### config.mk
export PLATFORM = sky130hd
export DESIGN_NAME = acs_top
export DESIGN_NICKNAME = d
export VERILOG_FILES = /design/src/acs_top.v
export VERILOG_INCLUDE_DIRS = /design/src /design/src/src
export SDC_FILE = /design/constraint.sdc
export NUM_CORES = 1
export LEC_CHECK = 0
export BUFFER_PORTS_ARGS = -buffer_cell sky130_fd_sc_hd__buf_4
export CELL_PAD_IN_SITES_DETAIL_PLACEMENT = 1
export CELL_PAD_IN_SITES_GLOBAL_PLACEMENT = 2
export CORE_ASPECT_RATIO = 0.8
export CORE_MARGIN = 2
export CORE_UTILIZATION = 30
export DETAILED_ROUTE_END_ITERATION = 8
export PLACE_DENSITY = 0.84
export SLEW_MARGIN = 20
export SYNTH_ARGS = -nofsm -noshare
export SYNTH_HDL_FRONTEND = slang
export SYNTH_SLANG_ARGS = --single-unit
### constraint.sdc
create_clock -name mclk -period 3.1 [get_ports mclk]
set_input_delay 0.62 -clock mclk [delete_from_list [all_inputs] [get_ports mclk]]
set_output_delay 0.62 -clock mclk [all_outputs]
set_load 0.1 [all_outputs]
### src/acs_consts.vh
// Purpose: Constants for the converter conversion sequencer: register offsets, fields, resets, timing.
// Assumes: Avalon-MM slave with 32-bit data, one aligned word per register.
// Notes: Included by acs_top.v only.
`ifndef ACS_CONSTS_VH
`define ACS_CONSTS_VH
// ****************************************
// Register word offsets
// ****************************************
`define ACS_OFF_CH_CTRL 4'h0
`define ACS_OFF_TRIG_CMP 4'h1
`define ACS_OFF_RES_HI 4'h2
`define ACS_OFF_RES_LO 4'h3
`define ACS_OFF_CMP_HI 4'h4
`define ACS_OFF_CMP_LO 4'h5
`define ACS_OFF_CFG 4'h6
// ****************************************
// Field positions
// ****************************************
`define ACS_CH_DONE 7
`define ACS_CH_IEN 6
`define ACS_CH_CONT 5
`define ACS_TC_ACTIVE 7
`define ACS_TC_HWT 6
`define ACS_TC_CMPEN 5
`define ACS_TC_CMPGT 4
`define ACS_CFG_LSMP 4
// ****************************************
// Reset values
// ****************************************
`define ACS_RST_CH 8'h1f
`define ACS_RST_TC 8'h00
`define ACS_RST_CFG 8'h00
`define ACS_RST_CMP 8'h00
`define ACS_RST_RES 8'h00
`define ACS_CH_OFF 5'h1f
// ****************************************
// Timing, in conversion clock cycles unless named otherwise
// ****************************************
`define ACS_SAMPLE_SHORT 8'd3
`define ACS_SAMPLE_LONG 8'd23
`define ACS_SAR_8 8'd14
`define ACS_SAR_10 8'd17
`define ACS_FIRST_BUS 8'd5
`define ACS_ASYNC_START_NS 5000
`define ACS_MCLK_NS 20
`define ACS_ASYNC_START_CYC ((`ACS_ASYNC_START_NS) / (`ACS_MCLK_NS))
`endif

### src/acs_top.v
// Purpose: Conversion sequencer of a successive-approximation converter, with Avalon-MM registers.
// Assumes: Analog core delivers sar_data; converter clock is an mclk-domain enable from the divider here.
// Notes: Reads of result_hi in 10-bit mode arm the blocking latch; result_lo read releases it.
`timescale 1ns/1ps
`include "acs_consts.vh"
module acs_top #(
  parameter ASYNC_START_CYC = `ACS_ASYNC_START_CYC
)
(
  input wire mclk,
  input wire reset,
  input wire [3:0] avs_address,
  input wire avs_read,
  input wire avs_write,
  input wire [31:0] avs_writedata,
  output reg [31:0] avs_readdata,
  output reg avs_waitrequest,
  input wire hw_trigger_in,
  input wire stop_req,
  input wire [9:0] sar_data,
  output reg irq,
  output reg async_clk_en,
  output reg sample_en,
  output reg converter_busy
);

  // ****************************************
  // Registers and state
  // ****************************************
  localparam ST_IDLE = 3'd0;
  localparam ST_START = 3'd1;
  localparam ST_SAMPLE = 3'd2;
  localparam ST_SAR = 3'd3;
  localparam ST_XFER = 3'd4;

  reg [7:0] ch_ctrl_r;
  reg [7:0] tc_r;
  reg [7:0] cfg_r;
  reg [7:0] cmp_hi_r;
  reg [7:0] cmp_lo_r;
  reg [7:0] res_hi_r;
  reg [7:0] res_lo_r;
  reg block_r;
  reg [2:0] state_r;
  reg [15:0] cnt_r;
  reg first_r;
  reg [2:0] div_r;
  reg trig_s1_r;
  reg trig_s2_r;
  reg trig_d_r;
  reg stop_s1_r;
  reg stop_s2_r;
  reg stop_d_r;
  reg acc_r;

  wire [1:0] clk_sel = cfg_r[1:0];
  wire [1:0] clk_div = cfg_r[6:5];
  wire mode10 = (cfg_r[3:2] == 2'b10);
  wire async_sel = (clk_sel == 2'b11);
  wire ch_off = (ch_ctrl_r[4:0] == `ACS_CH_OFF);

  // Returns the prescale terminal count for the divider and bus-halving selects.
  function [2:0] acs_div_max;
    input [1:0] sel;
    input [1:0] dv;
    reg [3:0] n;
    begin
      n = 4'd1 << dv;
      if (sel == 2'b01)
      begin
        n = {n[2:0], 1'b0};
      end
      acs_div_max = n[2:0] - 3'd1;
      if (n == 4'd8)
      begin
        acs_div_max = 3'd7;
      end
    end
  endfunction

  // Converter clock enable; the async and alternate sources are modelled from mclk.
  // Derived from mclk, so the bus is never slower than the converter clock; above divide-by-one the first sample cycle can run short.
  wire ck_tick = (div_r >= acs_div_max(clk_sel, clk_div));

  always @(posedge mclk)
  begin
    if (reset || state_r == ST_IDLE || ck_tick)
      div_r <= 3'd0;
    else
      div_r <= div_r + 3'd1;
  end

  // ****************************************
  // Bus slave decode
  // ****************************************
  // One wait state: the access completes on the second cycle, keeping read data registered.
  wire acc_now = (avs_read || avs_write) && !acc_r;
  wire wr_go = avs_write && acc_r;
  wire rd_go = avs_read && acc_r;
  wire wr_ch = wr_go && avs_address == `ACS_OFF_CH_CTRL;
  wire wr_mode = wr_go && (avs_address == `ACS_OFF_TRIG_CMP || avs_address == `ACS_OFF_CFG ||
                 avs_address == `ACS_OFF_CMP_HI || avs_address == `ACS_OFF_CMP_LO);
  wire rd_hi = rd_go && avs_address == `ACS_OFF_RES_HI;
  wire rd_lo = rd_go && avs_address == `ACS_OFF_RES_LO;

  always @(posedge mclk)
  begin
    if (reset)
    begin
      acc_r <= 1'b0;
      avs_waitrequest <= 1'b1;
    end
    else
    begin
      acc_r <= acc_now;
      avs_waitrequest <= !acc_now;
    end
  end

  // ****************************************
  // Trigger and stop synchronisers
  // ****************************************
  always @(posedge mclk)
  begin
    if (reset)
    begin
      trig_s1_r <= 1'b0;
      trig_s2_r <= 1'b0;
      trig_d_r <= 1'b0;
      stop_s1_r <= 1'b0;
      stop_s2_r <= 1'b0;
      stop_d_r <= 1'b0;
    end
    else
    begin
      trig_s1_r <= hw_trigger_in;
      trig_s2_r <= trig_s1_r;
      trig_d_r <= trig_s2_r;
      stop_s1_r <= stop_req;
      stop_s2_r <= stop_s1_r;
      stop_d_r <= stop_s2_r;
    end
  end

  wire hw_edge = trig_s2_r && !trig_d_r;
  wire stop_edge = stop_s2_r && !stop_d_r;
  wire busy = (state_r != ST_IDLE);

  // Start sources; a trigger edge during a conversion is simply not a start.
  wire sw_start = wr_ch && !tc_r[`ACS_TC_HWT] &&
                  (avs_writedata[4:0] != `ACS_CH_OFF);
  wire hw_start = tc_r[`ACS_TC_HWT] && hw_edge && !busy && !ch_off;
  wire abort = wr_ch || wr_mode || (stop_edge && !async_sel);

  // ****************************************
  // Compare and result shaping
  // ****************************************
  // Eight-bit mode keeps the upper bits of the approximation, rounded by truncation here.
  wire [9:0] conv = mode10 ? sar_data : {2'b00, sar_data[9:2]};
  wire [9:0] cmpv = mode10 ? {cmp_hi_r[1:0], cmp_lo_r} : {2'b00, cmp_lo_r};
  wire [10:0] diff = {1'b0, conv} + {1'b0, ~cmpv} + 11'd1;
  wire ge = diff[10];
  wire cmp_ok = !tc_r[`ACS_TC_CMPEN] || (tc_r[`ACS_TC_CMPGT] ? ge : !ge);
  wire [9:0] xfer_val = tc_r[`ACS_TC_CMPEN] ? diff[9:0] : conv;
  wire blocked = mode10 && block_r;
  wire cont = ch_ctrl_r[`ACS_CH_CONT];

  // Phase lengths in converter clock cycles; start_len is in mclk cycles.
  wire [7:0] samp_len = cfg_r[`ACS_CFG_LSMP] ? `ACS_SAMPLE_LONG : `ACS_SAMPLE_SHORT;
  wire [7:0] sar_len = mode10 ? `ACS_SAR_10 : `ACS_SAR_8;
  wire [15:0] start_len = async_sel ? ASYNC_START_CYC[15:0] : {8'h00, `ACS_FIRST_BUS};

  // ****************************************
  // Conversion sequencer
  // ****************************************
  // A start always wins over the abort that accompanies it, since an abort-and-restart is one write.
  always @(posedge mclk)
  begin
    if (reset)
    begin
      state_r <= ST_IDLE;
      cnt_r <= 16'h0000;
      first_r <= 1'b0;
    end
    else if (sw_start || hw_start)
    begin
      state_r <= ST_START;
      cnt_r <= 16'h0000;
      first_r <= 1'b1;
    end
    else if (abort)
    begin
      state_r <= ST_IDLE;
      cnt_r <= 16'h0000;
    end
    else
    begin
      case (state_r)
        ST_IDLE:
        begin
          cnt_r <= 16'h0000;
        end
        ST_START:
        begin
          // Bus-clock setup, or oscillator start-up instead for the async source.
          if (cnt_r + 16'd1 >= start_len)
          begin
            state_r <= ST_SAMPLE;
            cnt_r <= 16'h0000;
          end
          else
            cnt_r <= cnt_r + 16'd1;
        end
        ST_SAMPLE:
        begin
          if (ck_tick)
          begin
            if (cnt_r[7:0] + 8'd1 >= samp_len)
            begin
              state_r <= ST_SAR;
              cnt_r <= 16'h0000;
            end
            else
              cnt_r <= cnt_r + 16'd1;
          end
        end
        ST_SAR:
        begin
          if (ck_tick)
          begin
            if (cnt_r[7:0] + 8'd1 >= sar_len)
            begin
              state_r <= ST_XFER;
              cnt_r <= 16'h0000;
            end
            else
              cnt_r <= cnt_r + 16'd1;
          end
        end
        ST_XFER:
        begin
          first_r <= 1'b0;
          cnt_r <= 16'h0000;
          if (tc_r[`ACS_TC_CMPEN] && !cmp_ok && !cont)
            state_r <= ST_IDLE;
          else if (blocked && cmp_ok)
            state_r <= ST_SAMPLE;
          else if (cont || !cmp_ok)
            state_r <= cont ? ST_SAMPLE : ST_IDLE;
          else
            state_r <= ST_IDLE;
        end
        default:
        begin
          state_r <= ST_IDLE;
        end
      endcase
    end
  end

  wire do_xfer = (state_r == ST_XFER) && cmp_ok && !blocked && !abort;

  // ****************************************
  // Register file
  // ****************************************
  // Done flag: completion beats a clearing result_lo read in the same cycle; a channel-control write aborts the transfer.
  always @(posedge mclk)
  begin
    if (reset)
    begin
      ch_ctrl_r <= `ACS_RST_CH;
      tc_r <= `ACS_RST_TC;
      cfg_r <= `ACS_RST_CFG;
      cmp_hi_r <= `ACS_RST_CMP;
      cmp_lo_r <= `ACS_RST_CMP;
      res_hi_r <= `ACS_RST_RES;
      res_lo_r <= `ACS_RST_RES;
      block_r <= 1'b0;
    end
    else
    begin
      if (wr_ch)
        ch_ctrl_r[6:0] <= avs_writedata[6:0];
      if (do_xfer)
        ch_ctrl_r[`ACS_CH_DONE] <= 1'b1;
      else if (wr_ch || rd_lo)
        ch_ctrl_r[`ACS_CH_DONE] <= 1'b0;
      if (wr_go && avs_address == `ACS_OFF_TRIG_CMP)
        tc_r[6:4] <= avs_writedata[6:4];
      tc_r[`ACS_TC_ACTIVE] <= busy;
      if (wr_go && avs_address == `ACS_OFF_CFG)
        cfg_r <= avs_writedata[7:0];
      if (wr_go && avs_address == `ACS_OFF_CMP_HI)
        cmp_hi_r <= avs_writedata[7:0];
      if (wr_go && avs_address == `ACS_OFF_CMP_LO)
        cmp_lo_r <= avs_writedata[7:0];
      if (do_xfer)
      begin
        res_hi_r <= {6'h00, xfer_val[9:8]};
        res_lo_r <= xfer_val[7:0];
      end
      if (rd_lo)
        block_r <= 1'b0;
      else if (rd_hi && mode10)
        block_r <= 1'b1;
    end
  end

  // ****************************************
  // Read data, interrupt and analog controls
  // ****************************************
  always @(posedge mclk)
  begin
    if (reset)
    begin
      avs_readdata <= 32'h00000000;
      irq <= 1'b0;
      async_clk_en <= 1'b0;
      sample_en <= 1'b0;
      converter_busy <= 1'b0;
    end
    else
    begin
      avs_readdata <= 32'h00000000;
      if (acc_now && avs_read)
      begin
        case (avs_address)
          `ACS_OFF_CH_CTRL: avs_readdata[7:0] <= ch_ctrl_r;
          `ACS_OFF_TRIG_CMP: avs_readdata[7:0] <= {busy, tc_r[6:4], 4'h0};
          `ACS_OFF_RES_HI: avs_readdata[7:0] <= res_hi_r;
          `ACS_OFF_RES_LO: avs_readdata[7:0] <= res_lo_r;
          `ACS_OFF_CMP_HI: avs_readdata[7:0] <= cmp_hi_r;
          `ACS_OFF_CMP_LO: avs_readdata[7:0] <= cmp_lo_r;
          `ACS_OFF_CFG: avs_readdata[7:0] <= cfg_r;
          default: avs_readdata <= 32'h00000000;
        endcase
      end
      irq <= ch_ctrl_r[`ACS_CH_DONE] && ch_ctrl_r[`ACS_CH_IEN];
      async_clk_en <= busy && async_sel;
      sample_en <= (state_r == ST_SAMPLE);
      converter_busy <= busy && !ch_off;
    end
  end

endmodule

== After elaboration in Yosys (flattened, before gate mapping) ==
Cells that the tools add are included.
Word-level totals
  flip-flop bits (word level): 112
  input bits: 52
  output and inout bits: 37
  word-level logic and storage cells: 167
Operators by class
  add/subtract/negate cells: 6
  $lt $le $gt $ge: 4
  equal/unequal tests: 27
  shift-type cells: 1
  mux-type cells: 30
  bitwise logic cells: 3
  reduce and logical (&&, ||, !) cells: 69
Operator list (number)
  $mux W16: 5
  $pmux W16 S4: 1
  $pmux W8 S7: 1
  $logic_and A1 B1 Y1: 31
  $mux W10: 3
  $ne A4 B4 Y1 const B: 5
  $mux W3: 6
  $add A16 B1 Y16 const B: 1
  $ge A16 B8 Y1: 1
  $ge A8 B5 Y1: 2
  $pmux W3 S5: 1
  $logic_not A1 Y1: 14
  $eq A4 B3 Y1 const B: 3
  $logic_or A1 B1 Y1: 12
  $reduce_and A6 Y1: 2
  $add A10 B10 Y11: 1
  $add A11 B1 Y11 const B: 1
  $mux W5: 2
  $ne A2 B2 Y1 const B: 5
  $not A10 Y10: 1
  $add A8 B1 Y8 const B: 1
  $eq A4 B2 Y1 const B: 2
  $mux W2: 4
  $mux W8: 1
  25 further kinds: 34

== Depth between registers and ports, before layout ==
Gate-level depths: netlist of run 1.
  depth in word-level cells: 16
  mapped depth: 18
  depth with buffers taken out: 16

== Worst setup path before layout of run 1 ==
OpenSTA, ideal clock, no wires.
  path kind: register -> register
  start point: reg cfg_r[3]
  end point: reg res_lo_r[5]
  data arrival time: 3.308 ns
  required time: 3.014 ns
  slack: -0.294 ns
  cell stages (with the launch flop): 16
  period minus slack after synthesis: 3.394 ns
  cell sequence: dfxtp_1 -> nor2b_1 -> clkbuf_1 -> buf_1 -> mux2i_1 -> ha_1 -> fa_1 -> nor2b_1 -> o31ai_2 -> a21oi_1 -> o21ai_1 -> xnor2_1 -> a21oi_2 -> buf_2 -> nor2_1 -> a211oi_1
Between the ends
  cells in the longest elaborated chain, start to end: 11
  elaborated cells on any way between the ends: 15
  classes of those cells: add/sub (2); eq/ne (1); mux (4); bitwise (1); reduce/logical (7)
Ends and longest elaborated chain
  start, declared: RTL line acs_top.v:38  | reg [7:0] cfg_r;
  start signal, assigned: RTL line acs_top.v:273  | cfg_r <= `ACS_RST_CFG;
  start signal, assigned: RTL line acs_top.v:292  | cfg_r <= avs_writedata[7:0];
  $eq A2 B2 Y1 (*): RTL line acs_top.v:58  | wire mode10 = (cfg_r[3:2] == 2'b10);
  $mux W10: RTL line acs_top.v:160  | wire [9:0] cmpv = mode10 ? {cmp_hi_r[1:0], cmp_lo_r} : {2'b00, cmp_lo_r};
  $not A10 Y10: RTL line acs_top.v:161  | wire [10:0] diff = {1'b0, conv} + {1'b0, ~cmpv} + 11'd1;
  $add A10 B10 Y11: RTL line acs_top.v:161
  $add A11 B1 Y11: RTL line acs_top.v:161
  $logic_not A1 Y1: RTL line acs_top.v:163  | wire cmp_ok = !tc_r[`ACS_TC_CMPEN] || (tc_r[`ACS_TC_CMPGT] ? ge : !ge);
  $mux W1: RTL line acs_top.v:163
  $logic_or A1 B1 Y1: RTL line acs_top.v:163
  $logic_and A1 B1 Y1 (3 in series): RTL line acs_top.v:261  | wire do_xfer = (state_r == ST_XFER) && cmp_ok && !blocked && !abort;
  end signal, assigned: RTL line acs_top.v:277  | res_lo_r <= `ACS_RST_RES;
  end signal, assigned: RTL line acs_top.v:300  | res_lo_r <= xfer_val[7:0];
  end, declared: RTL line acs_top.v:42  | reg [7:0] res_lo_r;
Every way passes the cells marked *; elsewhere a longest branch is shown, timed or not.
A chain may end at the register's enable or synchronous reset.

== Worst setup path after layout of run 1 ==
  start point: reg cfg_r[3]
  end point: reg res_lo_r[7]
The elaborated chain is that of the path after synthesis.

==> metrics, run 1 <==
worst slew pin tran=0.878 ns; H-tree Lvls=3; top post-synthesis cells by area=dfxtp_1 32%, ha_1 6.7%, mux2i_1 6.5%; CTS root buf=clkbuf_16; Synth Register Bits=88; Max rail drop VDD=0.225 mV; Slowest cell on crit path=dfxtp_2; final WL=16,700 um; sequential share of the synthesized area=0.324; Power Density=389 mW/mm2; number of flops mapped to enable cells by yosys=0; clk sinks=88; cells along the critical path=nor2b_4, buf_6, buf_4, mux2_2, ha_1, o21a_1, o31ai_4, a21oi_2, o21ai_2, xnor2_2, a21oi_4, buf_6, clkbuf_16, a311oi_2; Rel. slew slack=0.410; total core area=0.0175 mm2; DRC errors left=0; Synth Flop Type=dfxtp_1; Slowest Stage Delay on Critical Path=0.34 ns; Clock Path Buffers=2; minimum clock period=3.03 ns; RSZ-0062 raised after global routing=true; port buffer count=40; CTS Buf Count=9; Slew Limit Fails=0; top cell type's share of synthesized area=0.324; Post-Syn Area=0.00543 mm2; Mapped Cells=630; Yosys warning count=0; setup_tns=0 ns; Starting DRT DRC Count=310; Max Cap Viol=0; CP max FO=9; Final Hold Viols=0; largest net degree at the start of global routing=59; Ports=89; CP Launch Type=register; Antenna Cells=0; Worst Skew=0.00729 ns; CP Class=reg2reg; total gr overflow=0; Final HPWL DP=12,200 um; starting density of the core=0.310; Leak=0.00262 uW; number of global-route vias before repair=4,880; die footprint=0.0192 mm2; worst skew pair latency=0.36 ns; syn_area_per_cell=8.62 um2; ANT nets after route=0; Rows=43; hold_ws=0.437 ns; fillers=2,024; count leader, synth=dfxtp_1; Crit path arrival time=3.24 ns; 1st-pass router iterations=5; final setup fails=0; chip height=124 um; period utilization=0.979; first-pass GRT wire length=25,800 um; area leader, netlist=dfxtp_1; Avg WL per Cell=17.8 um; Vias/cell=5.20; top post-synthesis cells by count=88 x dfxtp_1, 83 x nor2_1, 40 x nand2_1, 35 x mux2i_1; Peak Freq=330 MHz; CP required=3.31 ns; share of cells above drive strength 1=0.258; Async SR Flop Fraction=0; Layout Nets=789; Die W=154 um; initial antenna violation count=0; most numerous cell on the critical path=buf_6; CTS tree=done; area growth from synthesis to layout=25.1%; Yosys cell types=78; GPL Wtd Cong=0.855; Worst setup EP type=register; status=finished clean; Reg clk slew, reported paths=0.07 ns; Total GRT Usage=0.168; vias=4,868; Worst Hold Class=reg2reg
-- per-layer routing --
metal	track usage	vias up	wire length (um)
met3	0.0341	20	771
met5	0	-	0
li1	-	2348	-
met4	0.0447	0	260
met2	0.264	98	7610
met1	0.233	2402	8030
-- final cells by class --
| cell class | instances | area [um2] | area share |
|---|---|---|---|
| sequential | 88 | 1770 | 0.261 |
| inverter | 30 | 113 | 0.0166 |
| tap | 225 | 282 | 0.0415 |
| multi-input combinational | 480 | 3510 | 0.517 |
| timing repair buffer | 98 | 802 | 0.118 |
| clock buffer | 10 | 239 | 0.0352 |
| clock inverter | 6 | 72.6 | 0.0107 |
-- state kept, by name, summed over array words and instances, names as in the netlist, 2 cells and up --
signal and count:
state_r 3, tc_r 3, cnt_r 16, res_hi_r 2, cfg_r 8, cmp_hi_r 8
res_lo_r 8, avs_readdata 8, cmp_lo_r 8, div_r 3, ch_ctrl_r 8
-- worst max-delay path: cells and delay by family (launching register included) --
kind	cells	cell delay, ns
flip-flops	1	0.34
AND/OR/NAND/NOR	1	0.14
AO/OA/AOI/OAI	6	1.01
adder cells (fa/ha/maj)	1	0.34
multiplexers	1	0.33
XOR/XNOR	1	0.14
buffers and inverters	4	0.57
-- worst paths after layout --
| check | start | to | slack, ns | cells after the start |
|---|---|---|---|---|
| worst max-delay path | cfg_r[3] | res_lo_r[7] | 0.07 | 14 |
| worst min-delay path | stop_s1_r | stop_s2_r | 0.44 | 1 |
| worst max register to register | cfg_r[3] | res_lo_r[7] | 0.07 | 14 |
| worst min register to register | stop_s1_r | stop_s2_r | 0.44 | 1 |
-- cell families after synthesis --
logic type      Yosys count  share of synthesized area
compound gates          125                      0.170
simple gates            234                      0.229
flops                    88                      0.324
fa+ha+maj                31                     0.0724
xor+xnor                 22                     0.0355
buf+inv                  85                     0.0855
other cells               1                   0.000691
mux                      44                     0.0832
-- metrics by stage --
stage / cells / worst slack [ns] / util / cell area, um2 / total power [uW]
floorplan: 653 / 0.0166 / - / 5520 / 1430
global placement: 909 / -0.00955 / 0.348 / 6100 / 1480
detailed placement: 909 / -0.223 / 0.348 / 6100 / 1490
CTS: 925 / 0.0105 / 0.367 / 6440 / 2660
global route: 937 / -0.0616 / 0.387 / 6790 / 2730
finish: 937 / 0.0666 / 0.387 / 6790 / 2640
-- report_power, final --
part | total (uW) | switching (uW) | internal (uW)
clock | 1160 | 505 | 659
sequential | 1140 | 4.93 | 1140
combinational | 340 | 253 | 87.3
-- cells in the final DEF (no fill, tap or decap), types with 4 or more instances in the layout --
cell type	instances
a211o_1	8
a211oi_1	4
a211oi_2	4
a21o_1	5
a21oi_1	13
a21oi_2	5
a22oi_1	19
a311oi_1	4
a311oi_2	4
a31oi_1	13
buf_4	90
buf_6	5
clkbuf_16	11
conb_1	24
dfxtp_1	84
ha_1	24
inv_1	28
mux2_2	7
mux2i_1	34
nand2_1	39
nand2b_1	11
nand3_1	19
nand4_1	4
nor2_1	82
nor2b_1	16
nor3_1	19
o211ai_1	5
o21a_1	5
o21ai_0	10
xnor2_1	10
xor2_1	11
-- timing repair --
action	CTS	global route
gates resized for setup	10	50
cloned	0	2
setup buffers	0	10
hold buffers	0	0
endpoints found under the setup margin	23	29
pin swaps	2	19
Note: power is estimated with default switching activity, not from simulation.
==> run 2, diff against run 1 <==
Settings changed: CORE_MARGIN 2 to not set, PLACE_DENSITY 0.84 to not set, PLACE_DENSITY_LB_ADDON set to 0.1.
==> run 2 against run 1 <==
The run now ends with design-rule violations left. Critical endpoint is now res_lo_r[0]. Count of clock-buffer cells in the layout shrank 1. Setup slack gained 0.080 ns. Global-route usage grew 2.0 points. Cell count grew 0.21%. Combinational power is essentially flat. Largest cell class unchanged. First-iteration DRC count shrank 34%.
==> metrics, run 2 (synthesized netlist as in run 1, its figures left out) <==
Avg WL per Cell=17.8 um (about the same); Max rail drop VDD=0.190 mV (was 0.225 mV); Starting DRT DRC Count=205 (was 310); chip height=122 um (was 124 um); Power Density=406 mW/mm2 (was 389 mW/mm2); Hold Crit Start=div_r[0] (was stop_s1_r); Die W=152 um (was 154 um); Reg with most FFs=cnt_r (unchanged); CTS tree=done (unchanged); 1st-pass router iterations=6 (was 5); R2R depth=14 (unchanged); port buffer count=40 (unchanged); vias=4,760 (was 4,868); H-tree Lvls=3 (unchanged); status=finished with violations (was finished clean); Final Hold Viols=0 (unchanged); total core area=0.0175 mm2 (unchanged); Max Cap Viol=0 (unchanged); cells along the critical path=nor2b_4, buf_6, buf_12, mux2_4, ha_4, o21a_1, o31ai_4, a21oi_2, o21ai_4, xnor2_4, a21oi_4, clkbuf_16, mux2i_1, nor2_1 (was nor2b_4, buf_6, buf_4, mux2_2, ha_1, o21a_1, o31ai_4, a21oi_2, o21ai_2, xnor2_2, a21oi_4, buf_6, clkbuf_16, a311oi_2); CP Class=reg2reg (unchanged); DRC errors left=7 (was 0); Worst Skew=0.00790 ns (was 0.00729 ns); CP required=3.32 ns (was 3.31 ns); Worst Hold Class=reg2reg (unchanged); die footprint=0.0186 mm2 (was 0.0192 mm2); violated checks=design-rule violations; Slowest Stage Delay on Critical Path=0.33 ns (was 0.34 ns); ANT nets after route=0 (unchanged); max reg flops=16 (unchanged); Rows=43 (unchanged); CP Launch Type=register (unchanged); setup slack at placement=-0.0876 ns (was -0.223 ns); Total GRT Usage=0.187 (was 0.168); worst skew pair latency=0.36 ns (about the same); Reg2Reg Setup Slack=0.15 ns (was 0.07 ns); PnR worst setup slack=0.147 ns (was 0.0666 ns); Leak=0.00266 uW (was 0.00262 uW); first-pass GRT wire length=26,700 um (was 25,800 um); share of cells above drive strength 1=0.248 (was 0.258); Slowest cell on crit path=dfxtp_2 (unchanged); Peak Freq=339 MHz (was 330 MHz); area growth from synthesis to layout=25.5% (was 25.1%); Final Util=0.389 (was 0.387); Final HPWL DP=12,600 um (was 12,200 um); CP max FO=7 (was 9); clk sinks=88 (unchanged); Vias/cell=5.07 (was 5.20); Worst setup EP type=register (unchanged); cts hold-fix bufs=0 (unchanged); Clock Path Buffers=2 (unchanged); final WL=16,700 um (about the same); most common cell after layout, fill and taps aside=buf_4 (unchanged); worst slew pin tran=0.694 ns (was 0.878 ns); hold_ws=0.451 ns (was 0.437 ns); Placed Area=0.00619 mm2 (was 0.00610 mm2); final setup fails=0 (unchanged); number of global-route vias before repair=4,828 (was 4,880); starting density of the core=0.310 (unchanged); CTS Buf Count=9 (unchanged); Slew Limit Fails=0 (unchanged); minimum clock period=2.95 ns (was 3.03 ns); Hold Path End=div_r[0] (was stop_s2_r); Antenna Cells=0 (unchanged); most frequent cells in the layout=93 x buf_4, 84 x dfxtp_1, 82 x nor2_1 (was 90 x buf_4, 84 x dfxtp_1, 82 x nor2_1); Crit path arrival time=3.17 ns (was 3.24 ns); Ports=89 (unchanged); largest net degree at the start of global routing=61 (was 59); RSZ-0062 raised after global routing=true (unchanged); Layout Nets=791 (was 789); CTS root buf=clkbuf_16 (unchanged); hold path depth=1 (unchanged); period utilization=0.953 (was 0.979); Rel. slew slack=0.531 (was 0.410); final instance area=0.00681 mm2 (was 0.00679 mm2); total gr overflow=0 (unchanged); Reg clk slew, reported paths=0.07 ns (about the same); RR Endpoint=res_lo_r[0] (was res_lo_r[7]); GPL Wtd Cong=0.795 (was 0.855); initial antenna violation count=0 (unchanged); worst r2r src=cfg_r[3] (unchanged)
run 2: cell count changes in the layout (fill, tap and decap cells not counted), sizes merged:
cell / change
buf: +2
clkinvlp: +1
inv: -2
clkbuf: -1
bufinv: +2
run 2: power by group:
part           total [uW]  leakage, uW  switching, uW  internal, uW
Combinational         342      0.00178            250          92.8
Sequential           1140     0.000713           5.73          1140
Clock                1290     0.000167            495           791
Total                2770      0.00266            750          2020
run 2: final cells by class:
type | instances | area [um2]
Fill cell | 2055 | 10700
Clock inverter | 7 | 119
Tap cell | 225 | 282
Sequential cell | 88 | 1770
Clock buffer | 9 | 225
Inverter | 30 | 113
Multi-Input combinational cell | 480 | 3460
Timing Repair Buffer | 100 | 840
run 2: timing repair:
| item | in CTS | in global routing |
|---|---|---|
| gates cloned | 0 | 2 |
| buffers inserted | 1 | 5 |
| pin swaps | 1 | 14 |
| setup endpoints to repair | 20 | 29 |
| resized for setup | 9 | 37 |
run 2: how the worst max path moves through the flow:
stage / from / end / cells past startpoint
finish: cfg_r[3] / res_lo_r[0] / 14
detailed placement: cfg_r[0] / cnt_r[6] / 17
global route: cfg_r[0] / cnt_r[8] / 17
global placement: cfg_r[3] / res_lo_r[1] / 15
floorplan: cfg_r[3] / res_lo_r[5] / 15
CTS: cfg_r[0] / cnt_r[6] / 17
run 2: critical path, delay by kind of cell (launching register included):
kind                       cells  cell delay (ns)
xor gates and xnor gates       1             0.16
buffers and inverters          3             0.47
adders and majority gates      1             0.27
and+or+nand+nor                2             0.20
AOI/OAI and AO/OA              5             0.88
DFF                            1             0.33
muxes                          2             0.48
run 2: stage by stage:
| stage | setup TNS (ns) | cells | total power, uW |
|---|---|---|---|
| final | 0 | 939 | 2770 |
| after global routing | -0.0344 | 939 | 2880 |
| after CTS | 0 | 933 | 2800 |
| after detailed placement | -0.694 | 916 | 1500 |
| after global placement | -0.335 | 916 | 1490 |
| after floorplan | 0 | 653 | 1430 |
run 2: routing by layer:
layer	vias up	part of all wire	track usage
li1	2357	-	-
met1	2307	0.52	0.262
met3	12	0.049	0.0505
met2	84	0.42	0.289
met4	0	0.0073	0.0376
met5	-	0	0
